### config.mk
export PLATFORM = sky130hd
export DESIGN_NAME = accel_regs
export DESIGN_NICKNAME = d
export VERILOG_FILES = /design/src/accel_regs_pkg.sv /design/src/axis_channel.sv /design/src/event1_logic.sv /design/src/accel_regs.sv
export SDC_FILE = /design/constraint.sdc
export NUM_CORES = 1
export LEC_CHECK = 0
export BUFFER_PORTS_ARGS = -buffer_cell sky130_fd_sc_hd__clkbuf_2
export CORE_ASPECT_RATIO = 0.5
export CORE_MARGIN = 2
export CORE_UTILIZATION = 56
export CTS_CLUSTER_SIZE = 20
export DETAILED_ROUTE_END_ITERATION = 8
export GPL_ROUTABILITY_DRIVEN = 0
export PLACE_DENSITY = 0.85
export SKIP_LAST_GASP = 1
export SYNTH_ARGS = -nofsm -noshare
export SYNTH_HDL_FRONTEND = slang
export SYNTH_SLANG_ARGS = --single-unit
### constraint.sdc
create_clock -name aclk -period 4.8 [get_ports aclk]
set_input_delay 0 -clock aclk [delete_from_list [all_inputs] [get_ports aclk]]
set_output_delay 0 -clock aclk [all_outputs]
set_load 0.05 [all_outputs]
### src/accel_regs_pkg.sv
// Register map, field layout and shared types of the accel register bank
package accel_regs_pkg;

	// ----------------------------------------------------------------
	// Register indices (byte address = index * 4)
	// ----------------------------------------------------------------
	localparam logic [5:0] IDX_OUT_CTRL = 6'h23;
	localparam logic [5:0] IDX_WAKE_CTRL = 6'h24;
	localparam logic [5:0] IDX_FILT_ZERO = 6'h25;
	localparam logic [5:0] IDX_FILT_REF = 6'h26;
	localparam logic [5:0] IDX_STATUS = 6'h27;
	localparam logic [5:0] IDX_X_LOW = 6'h28;
	localparam logic [5:0] IDX_X_HIGH = 6'h29;
	localparam logic [5:0] IDX_Y_LOW = 6'h2A;
	localparam logic [5:0] IDX_Y_HIGH = 6'h2B;
	localparam logic [5:0] IDX_Z_LOW = 6'h2C;
	localparam logic [5:0] IDX_Z_HIGH = 6'h2D;
	localparam logic [5:0] IDX_EV1_CFG = 6'h30;
	localparam logic [5:0] IDX_EV1_SRC = 6'h31;
	localparam logic [5:0] IDX_FILT_CTRL = 6'h38;
	localparam logic [5:0] IDX_EV1_SETUP = 6'h39;

	// ----------------------------------------------------------------
	// Field positions
	// ----------------------------------------------------------------
	localparam int OC_LOCK = 7;
	localparam int OC_ORDER = 6;
	localparam int OC_RANGE_HI = 5;
	localparam int OC_RANGE_LO = 4;
	localparam int OC_POLARITY = 3;
	localparam int OC_CHECK = 1;
	localparam int OC_WIRE = 0;
	localparam logic [7:0] OC_WMASK = 8'hFB;
	localparam logic [7:0] WAKE_WMASK = 8'h03;
	localparam int FC_MODE_HI = 6;
	localparam int FC_MODE_LO = 5;
	localparam int FC_FDS = 3;
	localparam int FC_HIPASS_EVENT2_ENABLE = 2;
	localparam int FC_HIPASS_EVENT1_ENABLE = 1;
	localparam logic [7:0] FC_WMASK = 8'h6E;
	localparam int ES_LATCH = 7;
	localparam int CFG_COMBINE = 7;
	localparam int CFG_SIX_DIR = 6;

	// ----------------------------------------------------------------
	// Codes and reset values
	// ----------------------------------------------------------------
	localparam logic [1:0] WAKE_ON = 2'h3;
	localparam logic [1:0] WAKE_OFF = 2'h0;
	localparam logic [1:0] HP_REFERENCE = 2'h1;
	localparam logic [7:0] REG_RESET = 8'h00;
	localparam logic [1:0] RESP_OKAY = 2'h0;
	localparam logic [1:0] RESP_SLVERR = 2'h2;
	localparam int HP_SHIFT = 3;

	typedef struct packed {
		logic [15:0] z;
		logic [15:0] y;
		logic [15:0] x;
	} sample_s;

endpackage : accel_regs_pkg

### src/axis_channel.sv
// One axis output pair: update lock, pending sample, new and overrun flags
`timescale 1ns/1ps
module axis_channel
	import accel_regs_pkg::*;
#(
	parameter int W = 16
)(
	// Clock and reset
	input wire logic aclk,
	input wire logic aresetn,
	// Sample side
	input wire logic strobe,
	input wire logic [W-1:0] value,
	input wire logic lock_en,
	// Host reads of the pair
	input wire logic read_low,
	input wire logic read_high,
	// State
	output logic [W-1:0] out_q,
	output logic new_q,
	output logic overrun_q
);
	logic rd_lo_q;
	logic rd_hi_q;
	logic pend_q;
	logic [W-1:0] pend_val_q;
	logic frozen;
	logic done;

	assign frozen = lock_en && (rd_lo_q || rd_hi_q);
	assign done = (rd_lo_q || read_low) && (rd_hi_q || read_high);

	// Pair read tracking, either order
	always_ff @(posedge aclk)
	begin
		if (!aresetn || done)
		begin
			rd_lo_q <= 1'b0;
			rd_hi_q <= 1'b0;
		end
		else
		begin
			rd_lo_q <= rd_lo_q || read_low;
			rd_hi_q <= rd_hi_q || read_high;
		end
	end

	// Freeze between the two byte reads
	always_ff @(posedge aclk)
	begin
		if (!aresetn)
		begin
			out_q <= '0;
			pend_q <= 1'b0;
			pend_val_q <= '0;
		end
		else if (strobe && frozen && !done)
		begin
			pend_q <= 1'b1;
			pend_val_q <= value;
		end
		else if (strobe)
		begin
			out_q <= value;
			pend_q <= 1'b0;
		end
		else if (done && pend_q)
		begin
			out_q <= pend_val_q;
			pend_q <= 1'b0;
		end
	end

	// Set wins over the read clear
	always_ff @(posedge aclk)
	begin
		if (!aresetn)
		begin
			new_q <= 1'b0;
			overrun_q <= 1'b0;
		end
		else if (strobe)
		begin
			new_q <= 1'b1;
			overrun_q <= overrun_q || (new_q && !done);
		end
		else if (done)
		begin
			new_q <= 1'b0;
			overrun_q <= 1'b0;
		end
	end

endmodule : axis_channel

### src/event1_logic.sv
// Event 1 detection: per-axis threshold compare, combine modes, latching
`timescale 1ns/1ps
module event1_logic
	import accel_regs_pkg::*;
(
	// Clock and reset
	input wire logic aclk,
	input wire logic aresetn,
	// Sample and setup
	input wire logic strobe,
	input wire sample_s smp,
	input wire logic [6:0] threshold,
	input wire logic [7:0] cfg,
	input wire logic latch_en,
	input wire logic src_read,
	// Result
	output logic [6:0] src_q,
	output logic hit
);
	logic signed [7:0] hi [3];
	logic signed [8:0] thr;
	logic [5:0] ev;
	logic [5:0] en;
	logic [5:0] pos_q;
	logic [5:0] pos_new;
	logic act;

	assign hi[0] = smp.x[15:8];
	assign hi[1] = smp.y[15:8];
	assign hi[2] = smp.z[15:8];
	assign thr = {2'b00, threshold};
	assign en = cfg[5:0];

	// Order per axis: below, above
	for (genvar a = 0; a < 3; a++)
	begin : g_cmp
		assign ev[2*a+1] = hi[a] > thr;
		assign ev[2*a] = hi[a] < -thr;
	end

	assign pos_new = ev & en;

	always_comb
	begin
		unique case ({cfg[CFG_COMBINE], cfg[CFG_SIX_DIR]})
			2'b00: act = |pos_new;
			2'b01: act = |pos_new && (pos_new != pos_q);
			2'b10: act = (|en) && (&(ev | ~en));
			2'b11: act = |pos_new;
		endcase
	end

	assign hit = strobe && act;

	always_ff @(posedge aclk)
	begin
		if (!aresetn)
			pos_q <= '0;
		else if (strobe)
			pos_q <= pos_new;
	end

	// Latched contents refresh only while bit 6 is clear or in the cycle of a source read
	always_ff @(posedge aclk)
	begin
		if (!aresetn)
			src_q <= '0;
		else if (strobe && (!latch_en || !src_q[6] || src_read))
			src_q <= {act, pos_new};
		else if (src_read)
			src_q[6] <= 1'b0;
	end

endmodule : event1_logic

### src/accel_regs.sv
// Accel output, wake, filter, status, data and event 1 register bank
// ----------------------------------------------------------------
// ----------------------------------------------------------------
//
// Implementation choice: the AXI4-Lite slave port.
`timescale 1ns/1ps
module accel_regs
	import accel_regs_pkg::*;
#(
	parameter int ADDR_W = 8,
	parameter int DATA_W = 32
)(
	// Clock and reset
	input wire logic aclk,
	input wire logic aresetn,
	// AXI4-Lite write address
	input wire logic awvalid,
	output logic awready,
	input wire logic [ADDR_W-1:0] awaddr,
	input wire logic [2:0] awprot,
	// AXI4-Lite write data
	input wire logic wvalid,
	output logic wready,
	input wire logic [DATA_W-1:0] wdata,
	input wire logic [DATA_W/8-1:0] wstrb,
	// AXI4-Lite write response
	output logic bvalid,
	input wire logic bready,
	output logic [1:0] bresp,
	// AXI4-Lite read address
	input wire logic arvalid,
	output logic arready,
	input wire logic [ADDR_W-1:0] araddr,
	input wire logic [2:0] arprot,
	// AXI4-Lite read data
	output logic rvalid,
	input wire logic rready,
	output logic [DATA_W-1:0] rdata,
	output logic [1:0] rresp,
	// Sensor core samples
	input wire logic sample_strobe,
	input wire sample_s sample_raw,
	// Controls toward the sensor core
	output logic [1:0] range_select,
	output logic check_polarity,
	output logic check_drive_enable,
	output logic wire_mode_select,
	output logic wake_normal,
	output logic event1_pin
);
	// ----------------------------------------------------------------
	// Register state
	// ----------------------------------------------------------------
	logic [7:0] out_ctrl_q;
	logic [7:0] wake_ctrl_q;
	logic [7:0] ref_q;
	logic [7:0] ev1_cfg_q;
	logic [7:0] filt_ctrl_q;
	logic [7:0] ev1_setup_q;
	logic wake_normal_q;
	logic event1_pin_q;

	// AXI state
	logic awready_q;
	logic wready_q;
	logic bvalid_q;
	logic [1:0] bresp_q;
	logic arready_q;
	logic rvalid_q;
	logic [DATA_W-1:0] rdata_q;
	logic [1:0] rresp_q;
	logic aw_held_q;
	logic w_held_q;
	logic [5:0] wr_idx_q;
	logic [7:0] wr_byte_q;
	logic wr_en_q;

	// Filter state
	logic signed [15:0] base_q [3];
	logic signed [15:0] last_q [3];
	logic signed [15:0] raw [3];
	logic signed [15:0] filt [3];
	logic signed [15:0] diff [3];
	logic signed [15:0] refv;
	logic filter_on;
	logic ref_mode;

	// Channel results
	logic [15:0] ch_out [3];
	logic [2:0] ch_new;
	logic [2:0] ch_ovr;
	logic [2:0] rd_low;
	logic [2:0] rd_high;
	sample_s out_sel;
	sample_s ev_sel;
	logic [6:0] ev1_src;
	logic ev1_hit;

	// Read decode and write go
	logic rd_fire;
	logic [5:0] rd_idx;
	logic wr_go;
	logic [7:0] rd_byte;
	logic rd_ok;

	assign awready = awready_q;
	assign wready = wready_q;
	assign bvalid = bvalid_q;
	assign bresp = bresp_q;
	assign arready = arready_q;
	assign rvalid = rvalid_q;
	assign rdata = rdata_q;
	assign rresp = rresp_q;
	assign range_select = out_ctrl_q[OC_RANGE_HI:OC_RANGE_LO];
	assign check_polarity = out_ctrl_q[OC_POLARITY];
	assign check_drive_enable = out_ctrl_q[OC_CHECK];
	assign wire_mode_select = out_ctrl_q[OC_WIRE];
	assign wake_normal = wake_normal_q;
	assign event1_pin = event1_pin_q;

	// ----------------------------------------------------------------
	// AXI write channel
	// ----------------------------------------------------------------
	assign wr_go = aw_held_q && w_held_q && !bvalid_q;

	always_ff @(posedge aclk)
	begin
		if (!aresetn)
		begin
			awready_q <= 1'b1;
			wready_q <= 1'b1;
			aw_held_q <= 1'b0;
			w_held_q <= 1'b0;
			wr_idx_q <= '0;
			wr_byte_q <= '0;
			wr_en_q <= 1'b0;
			bvalid_q <= 1'b0;
			bresp_q <= RESP_OKAY;
		end
		else
		begin
			if (awvalid && awready_q)
			begin
				awready_q <= 1'b0;
				aw_held_q <= 1'b1;
				wr_idx_q <= awaddr[7:2];
			end
			if (wvalid && wready_q)
			begin
				wready_q <= 1'b0;
				w_held_q <= 1'b1;
				wr_byte_q <= wdata[7:0];
				wr_en_q <= wstrb[0];
			end
			if (wr_go)
			begin
				bvalid_q <= 1'b1;
				bresp_q <= wr_known(wr_idx_q) ? RESP_OKAY : RESP_SLVERR;
			end
			if (bvalid_q && bready)
			begin
				bvalid_q <= 1'b0;
				aw_held_q <= 1'b0;
				w_held_q <= 1'b0;
				awready_q <= 1'b1;
				wready_q <= 1'b1;
			end
		end
	end

	function automatic logic wr_known(input logic [5:0] idx);
		return idx == IDX_OUT_CTRL || idx == IDX_WAKE_CTRL ||
			idx == IDX_FILT_REF || idx == IDX_EV1_CFG ||
			idx == IDX_FILT_CTRL || idx == IDX_EV1_SETUP;
	endfunction : wr_known

	// Writable registers; low byte lane only
	always_ff @(posedge aclk)
	begin
		if (!aresetn)
		begin
			out_ctrl_q <= REG_RESET;
			wake_ctrl_q <= REG_RESET;
			ref_q <= REG_RESET;
			ev1_cfg_q <= REG_RESET;
			filt_ctrl_q <= REG_RESET;
			ev1_setup_q <= REG_RESET;
		end
		else if (wr_go && wr_en_q)
		begin
			unique case (wr_idx_q)
				IDX_OUT_CTRL: out_ctrl_q <= wr_byte_q & OC_WMASK;
				IDX_WAKE_CTRL: wake_ctrl_q <= wr_byte_q & WAKE_WMASK;
				IDX_FILT_REF: ref_q <= wr_byte_q;
				IDX_EV1_CFG: ev1_cfg_q <= wr_byte_q;
				IDX_FILT_CTRL: filt_ctrl_q <= wr_byte_q & FC_WMASK;
				IDX_EV1_SETUP: ev1_setup_q <= wr_byte_q;
				default: ;
			endcase
		end
	end

	// ----------------------------------------------------------------
	// AXI read channel
	// ----------------------------------------------------------------
	assign rd_fire = arvalid && arready_q;
	assign rd_idx = araddr[7:2];

	always_comb
	begin
		rd_byte = 8'h00;
		rd_ok = 1'b1;
		unique case (rd_idx)
			IDX_OUT_CTRL: rd_byte = out_ctrl_q;
			IDX_WAKE_CTRL: rd_byte = wake_ctrl_q;
			IDX_FILT_ZERO: rd_byte = 8'h00;
			IDX_FILT_REF: rd_byte = ref_q;
			IDX_STATUS: rd_byte = {|ch_ovr, ch_ovr[2], ch_ovr[1],
				ch_ovr[0], &ch_new, ch_new};
			IDX_X_LOW: rd_byte = lane(ch_out[0], 1'b0);
			IDX_X_HIGH: rd_byte = lane(ch_out[0], 1'b1);
			IDX_Y_LOW: rd_byte = lane(ch_out[1], 1'b0);
			IDX_Y_HIGH: rd_byte = lane(ch_out[1], 1'b1);
			IDX_Z_LOW: rd_byte = lane(ch_out[2], 1'b0);
			IDX_Z_HIGH: rd_byte = lane(ch_out[2], 1'b1);
			IDX_EV1_CFG: rd_byte = ev1_cfg_q;
			IDX_EV1_SRC: rd_byte = {1'b0, ev1_src};
			IDX_FILT_CTRL: rd_byte = filt_ctrl_q;
			IDX_EV1_SETUP: rd_byte = ev1_setup_q;
			default: rd_ok = 1'b0;
		endcase
	end

	// Upper address of a pair gives the high byte, or the low byte with the order bit set
	function automatic logic [7:0] lane(input logic [15:0] v,
		input logic upper);
		logic sel_high;
		sel_high = upper ^ out_ctrl_q[OC_ORDER];
		return sel_high ? v[15:8] : v[7:0];
	endfunction : lane

	always_ff @(posedge aclk)
	begin
		if (!aresetn)
		begin
			arready_q <= 1'b1;
			rvalid_q <= 1'b0;
			rdata_q <= '0;
			rresp_q <= RESP_OKAY;
		end
		else if (rd_fire)
		begin
			arready_q <= 1'b0;
			rvalid_q <= 1'b1;
			rdata_q <= {{(DATA_W-8){1'b0}}, rd_byte};
			rresp_q <= rd_ok ? RESP_OKAY : RESP_SLVERR;
		end
		else if (rvalid_q && rready)
		begin
			rvalid_q <= 1'b0;
			arready_q <= 1'b1;
		end
	end

	// Byte reads steer the pair logic through the order bit
	for (genvar a = 0; a < 3; a++)
	begin : g_rd
		logic lo_at;
		logic hi_at;
		assign lo_at = rd_fire && rd_idx == IDX_X_LOW + 6'(2*a);
		assign hi_at = rd_fire && rd_idx == IDX_X_HIGH + 6'(2*a);
		assign rd_low[a] = out_ctrl_q[OC_ORDER] ? hi_at : lo_at;
		assign rd_high[a] = out_ctrl_q[OC_ORDER] ? lo_at : hi_at;
	end

	// ----------------------------------------------------------------
	// High-pass filter
	// ----------------------------------------------------------------
	assign raw[0] = sample_raw.x;
	assign raw[1] = sample_raw.y;
	assign raw[2] = sample_raw.z;
	assign refv = {ref_q, 8'h00};
	assign filter_on = filt_ctrl_q[FC_FDS] || filt_ctrl_q[FC_HIPASS_EVENT2_ENABLE] ||
		filt_ctrl_q[FC_HIPASS_EVENT1_ENABLE];
	assign ref_mode = filter_on &&
		filt_ctrl_q[FC_MODE_HI:FC_MODE_LO] == HP_REFERENCE;

	for (genvar a = 0; a < 3; a++)
	begin : g_hp
		assign diff[a] = raw[a] - base_q[a];
		assign filt[a] = ref_mode ? raw[a] - refv : diff[a];

		// Zeroing sets the baseline to the newest sample: output 0 g
		always_ff @(posedge aclk)
		begin
			if (!aresetn)
			begin
				base_q[a] <= '0;
				last_q[a] <= '0;
			end
			else if (rd_fire && rd_idx == IDX_FILT_ZERO)
			begin
				base_q[a] <= sample_strobe ? raw[a] : last_q[a];
				if (sample_strobe)
					last_q[a] <= raw[a];
			end
			else if (sample_strobe)
			begin
				base_q[a] <= base_q[a] + (diff[a] >>> HP_SHIFT);
				last_q[a] <= raw[a];
			end
		end
	end

	assign out_sel = filt_ctrl_q[FC_FDS] ?
		{filt[2], filt[1], filt[0]} : sample_raw;
	assign ev_sel = filt_ctrl_q[FC_HIPASS_EVENT1_ENABLE] ?
		{filt[2], filt[1], filt[0]} : sample_raw;

	// ----------------------------------------------------------------
	// Output pairs
	// ----------------------------------------------------------------
	axis_channel #(.W(16)) u_x (
		.aclk(aclk),
		.aresetn(aresetn),
		.strobe(sample_strobe),
		.value(out_sel.x),
		.lock_en(out_ctrl_q[OC_LOCK]),
		.read_low(rd_low[0]),
		.read_high(rd_high[0]),
		.out_q(ch_out[0]),
		.new_q(ch_new[0]),
		.overrun_q(ch_ovr[0])
	);

	axis_channel #(.W(16)) u_y (
		.aclk(aclk),
		.aresetn(aresetn),
		.strobe(sample_strobe),
		.value(out_sel.y),
		.lock_en(out_ctrl_q[OC_LOCK]),
		.read_low(rd_low[1]),
		.read_high(rd_high[1]),
		.out_q(ch_out[1]),
		.new_q(ch_new[1]),
		.overrun_q(ch_ovr[1])
	);

	axis_channel #(.W(16)) u_z (
		.aclk(aclk),
		.aresetn(aresetn),
		.strobe(sample_strobe),
		.value(out_sel.z),
		.lock_en(out_ctrl_q[OC_LOCK]),
		.read_low(rd_low[2]),
		.read_high(rd_high[2]),
		.out_q(ch_out[2]),
		.new_q(ch_new[2]),
		.overrun_q(ch_ovr[2])
	);

	// ----------------------------------------------------------------
	// Event 1 and sleep-to-wake
	// ----------------------------------------------------------------
	event1_logic u_ev1 (
		.aclk(aclk),
		.aresetn(aresetn),
		.strobe(sample_strobe),
		.smp(ev_sel),
		.threshold(ev1_setup_q[6:0]),
		.cfg(ev1_cfg_q),
		.latch_en(ev1_setup_q[ES_LATCH]),
		.src_read(rd_fire && rd_idx == IDX_EV1_SRC),
		.src_q(ev1_src),
		.hit(ev1_hit)
	);

	// New event wins over a same-cycle source read
	always_ff @(posedge aclk)
	begin
		if (!aresetn)
			event1_pin_q <= 1'b0;
		else if (ev1_hit)
			event1_pin_q <= 1'b1;
		else if (rd_fire && rd_idx == IDX_EV1_SRC)
			event1_pin_q <= 1'b0;
		else if (!ev1_setup_q[ES_LATCH])
			event1_pin_q <= ev1_src[6];
	end

	// Only this flag moves; power and rate settings stay untouched
	always_ff @(posedge aclk)
	begin
		if (!aresetn)
			wake_normal_q <= 1'b0;
		else if (wake_ctrl_q[1:0] != WAKE_ON)
			wake_normal_q <= 1'b0;
		else if (ev1_hit)
			wake_normal_q <= 1'b1;
	end

	// Protection bits carry no meaning here
	logic unused_prot;
	assign unused_prot = ^{awprot, arprot, WAKE_OFF};

endmodule : accel_regs

After elaboration in Yosys (flattened, before gate mapping)
Memories as Yosys holds them, arrays and structs flattened.
Index checks and enable logic that the tools add are counted.
{"block": "word_totals", "register_bits": 198, "mem_count": 2, "ramBits": 96, "elab_cells": 291}
{"block": "classes", "mux": 81, "bitwise": 19, "n_eq_ne": 28, "magnitude_cmp": 6, "addsub": 10, "reduce_logical": 100}
{"memory": "base_q", "words": 3, "width": 16, "read_ports": 3, "rd_ports_with_merged_regs": 0, "wr": 3, "line_no": "accel_regs.sv:79", "source": "logic signed [15:0] base_q [3];"}
{"memory": "last_q", "words": 3, "width": 16, "read_ports": 3, "rd_ports_with_merged_regs": 0, "wr": 3, "line_no": "accel_regs.sv:80", "source": "logic signed [15:0] last_q [3];"}
{"operator": "2-to-1 mux 16 bit", "count": 24}
{"operator": "== test 6 bit (second input constant)", "count": 21}
{"operator": "one-hot mux 8 bit (14 select lines)", "count": 1}
{"operator": "2-to-1 mux 48 bit", "count": 2}
{"operator": "subtractor 16 bit", "count": 6}
{"operator": "adder 16 x 13 -> 16 bit", "count": 3}
{"operator": "2-to-1 mux 8 bit", "count": 6}
{"operator": "2-to-1 mux 1 bit", "count": 45}
{"operator": "logical AND 1 bit", "count": 39}
{"operator": "less-than comparator 8 x 9 -> 1 bit", "count": 3}
{"operator": "> comparator 8 bit", "count": 3}
{"operator": "logical OR 1 bit", "count": 24}
{"operator": "AND reduction 2 bit", "count": 9}
{"operator": "nonzero test 2 bit", "count": 8}
{"operator": "OR reduction 15 bit", "count": 1}
{"operator": "OR 1 bit", "count": 12}
{"operator": "OR reduction 6 bit", "count": 2}
{"operator": "negation 7 -> 9 bit", "count": 1}
{"operator": "nonzero test 3 bit", "count": 3}
{"operator": "logical NOT 1 bit", "count": 7}
{"operator": "AND 6 bit", "count": 1}
{"operator": "inequality test 6 bit", "count": 1}
{"operator": "inverter 6 bit", "count": 1}
{"operator": "OR 6 bit", "count": 1}
{"operator": "12 further kinds", "count": 20}

Depth between registers and ports, before layout
{"block": "logic_depth", "depth_word": 12, "depth_mapped": 24, "ltp_nobuf": 24}

Cells and area by module
From an unflattened synthesis, not the netlist that was laid out.
{"block": "unflattened", "cells_unflattened": 2488, "hier_area_um2": 21540.7}
{"mod": "accel_regs", "area_each_um2": 14780.4, "n_inst": 1, "cells_each": 1740, "seq_area_each_um2": 4324.1}
{"mod": "axis_channel", "area_each_um2": 1582.8, "n_inst": 3, "cells_each": 166, "seq_area_each_um2": 740.7}
{"mod": "event1_logic", "area_each_um2": 2011.9, "n_inst": 1, "cells_each": 250, "seq_area_each_um2": 260.2}

Least setup slack after synthesis
OpenSTA, ideal clock, no wires.
{"block": "synth_timing", "path_type": "reg-to-reg", "startpoint": "memory base_q[1][0]", "endpoint": "register wake_normal_q, in the netlist wake_normal", "path_buffers": 0, "path_stages_with_launch": 23, "setup_ps": 118, "t_arrival_ps": 4501, "period_less_slack_ps": 4619, "required_time_ps": 4682, "slack_ps": 181, "path_cell_list": "edfxtp_1 > ha_1 > fa_1 > nor2b_1 > o21ai_0 > a21boi_0 > o21ai_0 > a21boi_0 > o21bai_1 > a31oi_1 > xor2_1 > a21oi_1 > a21oi_1 > ha_1 > a211o_1 > o311a_1 > o22ai_1 > and2_1 > xnor2_1 > nand4_1 > a21oi_1 > a32oi_2 > o2111a_1"}
{"item": "start, declared", "line_no": "accel_regs.sv:79"}
{"item": "end signal, assigned", "line_no": "accel_regs.sv:395", "source": "wake_normal_q <= 1'b0;"}
{"item": "end signal, assigned", "line_no": "accel_regs.sv:397", "source": "wake_normal_q <= 1'b0;"}
{"item": "end signal, assigned", "line_no": "accel_regs.sv:399", "source": "wake_normal_q <= 1'b1;"}
{"item": "end, declared", "line_no": "accel_regs.sv:60", "source": "logic wake_normal_q;"}

==> results_dict.tcl <==
set metrics [dict create \
    end_kind "flop" \
    clock_latency_ns 0.61 \
    cts_max_path_buffers 3 \
    yosysSeqAreaShare_pct 32.7 \
    violations "design-rule violations, negative hold slack, negative setup slack" \
    synth_cell_types 96 \
    skew_ns 0.0341 \
    avgSynthCellArea_um2 8.32 \
    ys_warn_count 0 \
    cts_buffers 28 \
    worstSetupPathType "reg -> reg" \
    viasPerCell 6.59 \
    grt_use_met1_pct 46.0 \
    finalWorstSetupSlack_ns -0.534 \
    multi_input_area_mm2 0.0133 \
    clockRootBuffer "clkbuf_16" \
    dr.pass1.iters 9 \
    antenna_found_initial 4 \
    clkSinkCount 292 \
    p_per_area_mw_per_mm2 509 \
    synth_top_area_share_pct 18.9 \
    dieArea_mm2 0.0388 \
    fillers 2720 \
    final_cell_area_mm2 0.0242 \
    path_max_fanout 5 \
    numPortBuffers 98 \
    gr-usage-met2_pct 51.1 \
    area_growth_pct 16.3 \
    num_vias 21000 \
    synth-async-reset-ratio_pct 0 \
    hold_class "in -> reg" \
    overflow 0 \
    start_util_pct 57.4 \
    synth_area_leader_cell "dfxtp_1" \
    hold_depth 3 \
    ant_nets 0 \
    grt_pass1_vias 18900 \
    r2r_cells 23 \
    whs_ns -0.0167 \
    ir_drop_v 0.000296 \
    tightest_slew_ns 1.35 \
    avgRoutedWirePerCell_um 22.2 \
    r2r_slack_ns -0.53 \
    cts_tree "built" \
    rows 49 \
    routed_wirelength_um 70600 \
    synth-main-ff-cell "dfxtp_1" \
    status "complete, but fails checks" \
    fmax_mhz 187 \
    grt_pass1_wl_um 104000 \
    placed_area_mm2 0.0218 \
    drtIter0Drc 3280 \
    finalHoldViolCount 1 \
    busiest_layer "met2" \
    finalSetupViolations 5 \
    ys_ff_latch 292 \
    drcViolationCount 9 \
    io_pins 162 \
    rsz0062_at_grt "true" \
    fin_crit_ns 5.33 \
    synthTopCellsByArea "dfxtp_1, edfxtp_1, ha_1" \
    globalRouteMet3Util_pct 9.02 \
    required_ns 5.30 \
    max_slew_margin_pct 8.98 \
    htreeDepth 1 \
    core-area_mm2 0.0362 \
    drive_gt1_share_pct 14.0 \
    clkTransAtPathRegs_ns 0.07 \
    grt_max_degree 88 \
    die_h_um 140 \
    cp.arrival_ns 5.83 \
    slew_violations 0 \
    critPathLaunchType "flop" \
    post-route-period-util_pct 111 \
    die-width_um 277 \
    synth-edff-count 96 \
    grt_usage_pct 33.6 \
    num-nets-final 2952 \
    cap_violations 0 \
    dp_hpwl_um 47400 \
    leakage_nw 9.99 \
    post-place-ws_ns -0.168 \
    synth.cell_area_mm2 0.0208 \
    seqCellArea_mm2 0.00681 \
    netlist_instances 2500 \
]
through the flow:
stage	power (mW)	TNS [ns]	hold WS (ns)	utilization (%)	cells
2_1_floorplan	7.77	0	0.100	-	2525
3_3_place_gp	8.86	-0.0588	0.211	60.1	3013
3_5_place_dp	9.07	-0.396	0.218	60.1	3013
4_1_cts	11.7	0	0.00466	65.6	3159
5_1_grt	13.0	-1.63	0.0158	66.8	3179
6_report	12.3	-1.62	-0.0167	66.8	3179
worst max-delay path, cell delays in order (launching register included):
cell      delay, ns
edfxtp_1       0.43
inv_1          0.10
ha_1           0.29
a21oi_1        0.30
nor3b_1        0.34
a21o_1         0.29
o21bai_1       0.12
a21oi_1        0.22
xnor2_1        0.18
mux2_2         0.33
mux2_2         0.30
ha_1           0.31
nor2b_1        0.15
o21ai_0        0.23
nand2b_1       0.12
a21oi_1        0.24
o21ai_1        0.14
buf_4          0.16
nand3_1        0.08
o31ai_1        0.08
buf_4          0.16
o31ai_2        0.27
a32oi_2        0.13
o2111a_1       0.27
sequential cells by signal, summed over array words and instances (netlist names), 16 cells and up:
signal	flops
u_y.pend_val_q	16
u_x.out_q	16
last_q	48
u_z.out_q	16
base_q	48
u_y.out_q	16
u_x.pend_val_q	16
u_z.pend_val_q	16
final timing paths:
check,end,from
max,wake_normal,base_q[1][4]
min,u_x.out_q[11],sample_strobe
max reg2reg,wake_normal,base_q[1][4]
min reg2reg,u_y.pend_val_q[7],u_y.pend_val_q[7]
final cells by class:
class	count	share of cell area, %
clock inverters	17	1.10
flip-flops and latches	292	28.2
inverters	115	1.80
diodes	3	0.0310
multi-input cells	1957	54.8
well taps	484	2.50
clock buffers	35	3.09
repair buffers	276	8.53
cells in the final DEF, fill, tap and decap left out, types with 15 or more instances in the layout:
cell type      instances
buf_4                 92
a21o_1                39
clkbuf_2              96
o22ai_1               15
mux2i_1               88
clkbuf_16             29
nor2_1               246
xnor2_1               55
a21oi_2               15
a211oi_1              51
nand2b_1              21
conb_1                26
dlygate4sd3_1         86
inv_1                111
nor3_1                29
ha_1                 153
xor2_1                36
o21ai_0               92
nor2b_1               27
a31oi_1               22
nand3_1               67
and3_1                53
a21oi_1              243
o211ai_1              52
or3_1                 21
and2_1                20
nand2_1              260
mux2_2                21
edfxtp_1              96
o21a_1                27
dfxtp_1              192
power by group:
group	switching [mW]	total, mW	internal [mW]	leakage (nW)
clock network	1.11	2.52	1.40	0.488
logic	3.77	6.74	2.97	6.86
registers	0.193	3.07	2.88	2.64
total	5.08	12.3	7.25	9.99
cell usage after synthesis (9+ instances only):
cell type,count
xnor2_1,56
fa_1,9
nor2_1,247
xor2_1,36
ha_1,159
o22ai_1,16
and2_1,22
clkbuf_1,109
a211oi_1,56
a31oi_1,29
edfxtp_1,96
mux2i_1,88
nand2_1,260
inv_1,115
o21a_1,28
a21oi_1,253
and3_1,53
a22oi_1,12
or2_2,9
dfxtp_1,196
buf_4,29
a21o_1,39
nand3_1,67
nor3_1,32
a311oi_1,9
o31ai_1,12
nand4_1,11
or3_1,23
buf_2,12
nand2b_1,22
o21bai_1,12
nor2b_1,30
a221oi_1,11
o211ai_1,52
mux2_2,21
o21ai_0,104
routing by layer:
metal	vias to the layer above	share of wire [%]
li1	9406	-
met1	9737	39
met2	1488	42
met3	320	14
met4	0	4.7
met5	-	0
repair_timing:
item                                   CTS  global route
cloned                                   0             0
gates resized for setup                 18            77
pin swaps                               12            34
endpoints found under the hold margin  151             0
hold buffers                            86             0
setup endpoints to repair                4            17
buffers inserted                         8            17
kinds of logic (layout without fill, tap and decap cells):
logic type	count (synthesis)	in the layout	synth area share (%)
XOR/XNOR	92	92	3.87
adder cells (fa/ha/maj)	168	168	10.4
multiplexers	110	110	5.44
buffers and inverters	276	443	5.69
other	1	29	0.0180
AO/OA/AOI/OAI	746	746	23.5
flip-flops	292	292	32.7
AND/OR/NAND/NOR	815	815	18.3
Note: power is estimated with default switching activity, not from simulation.
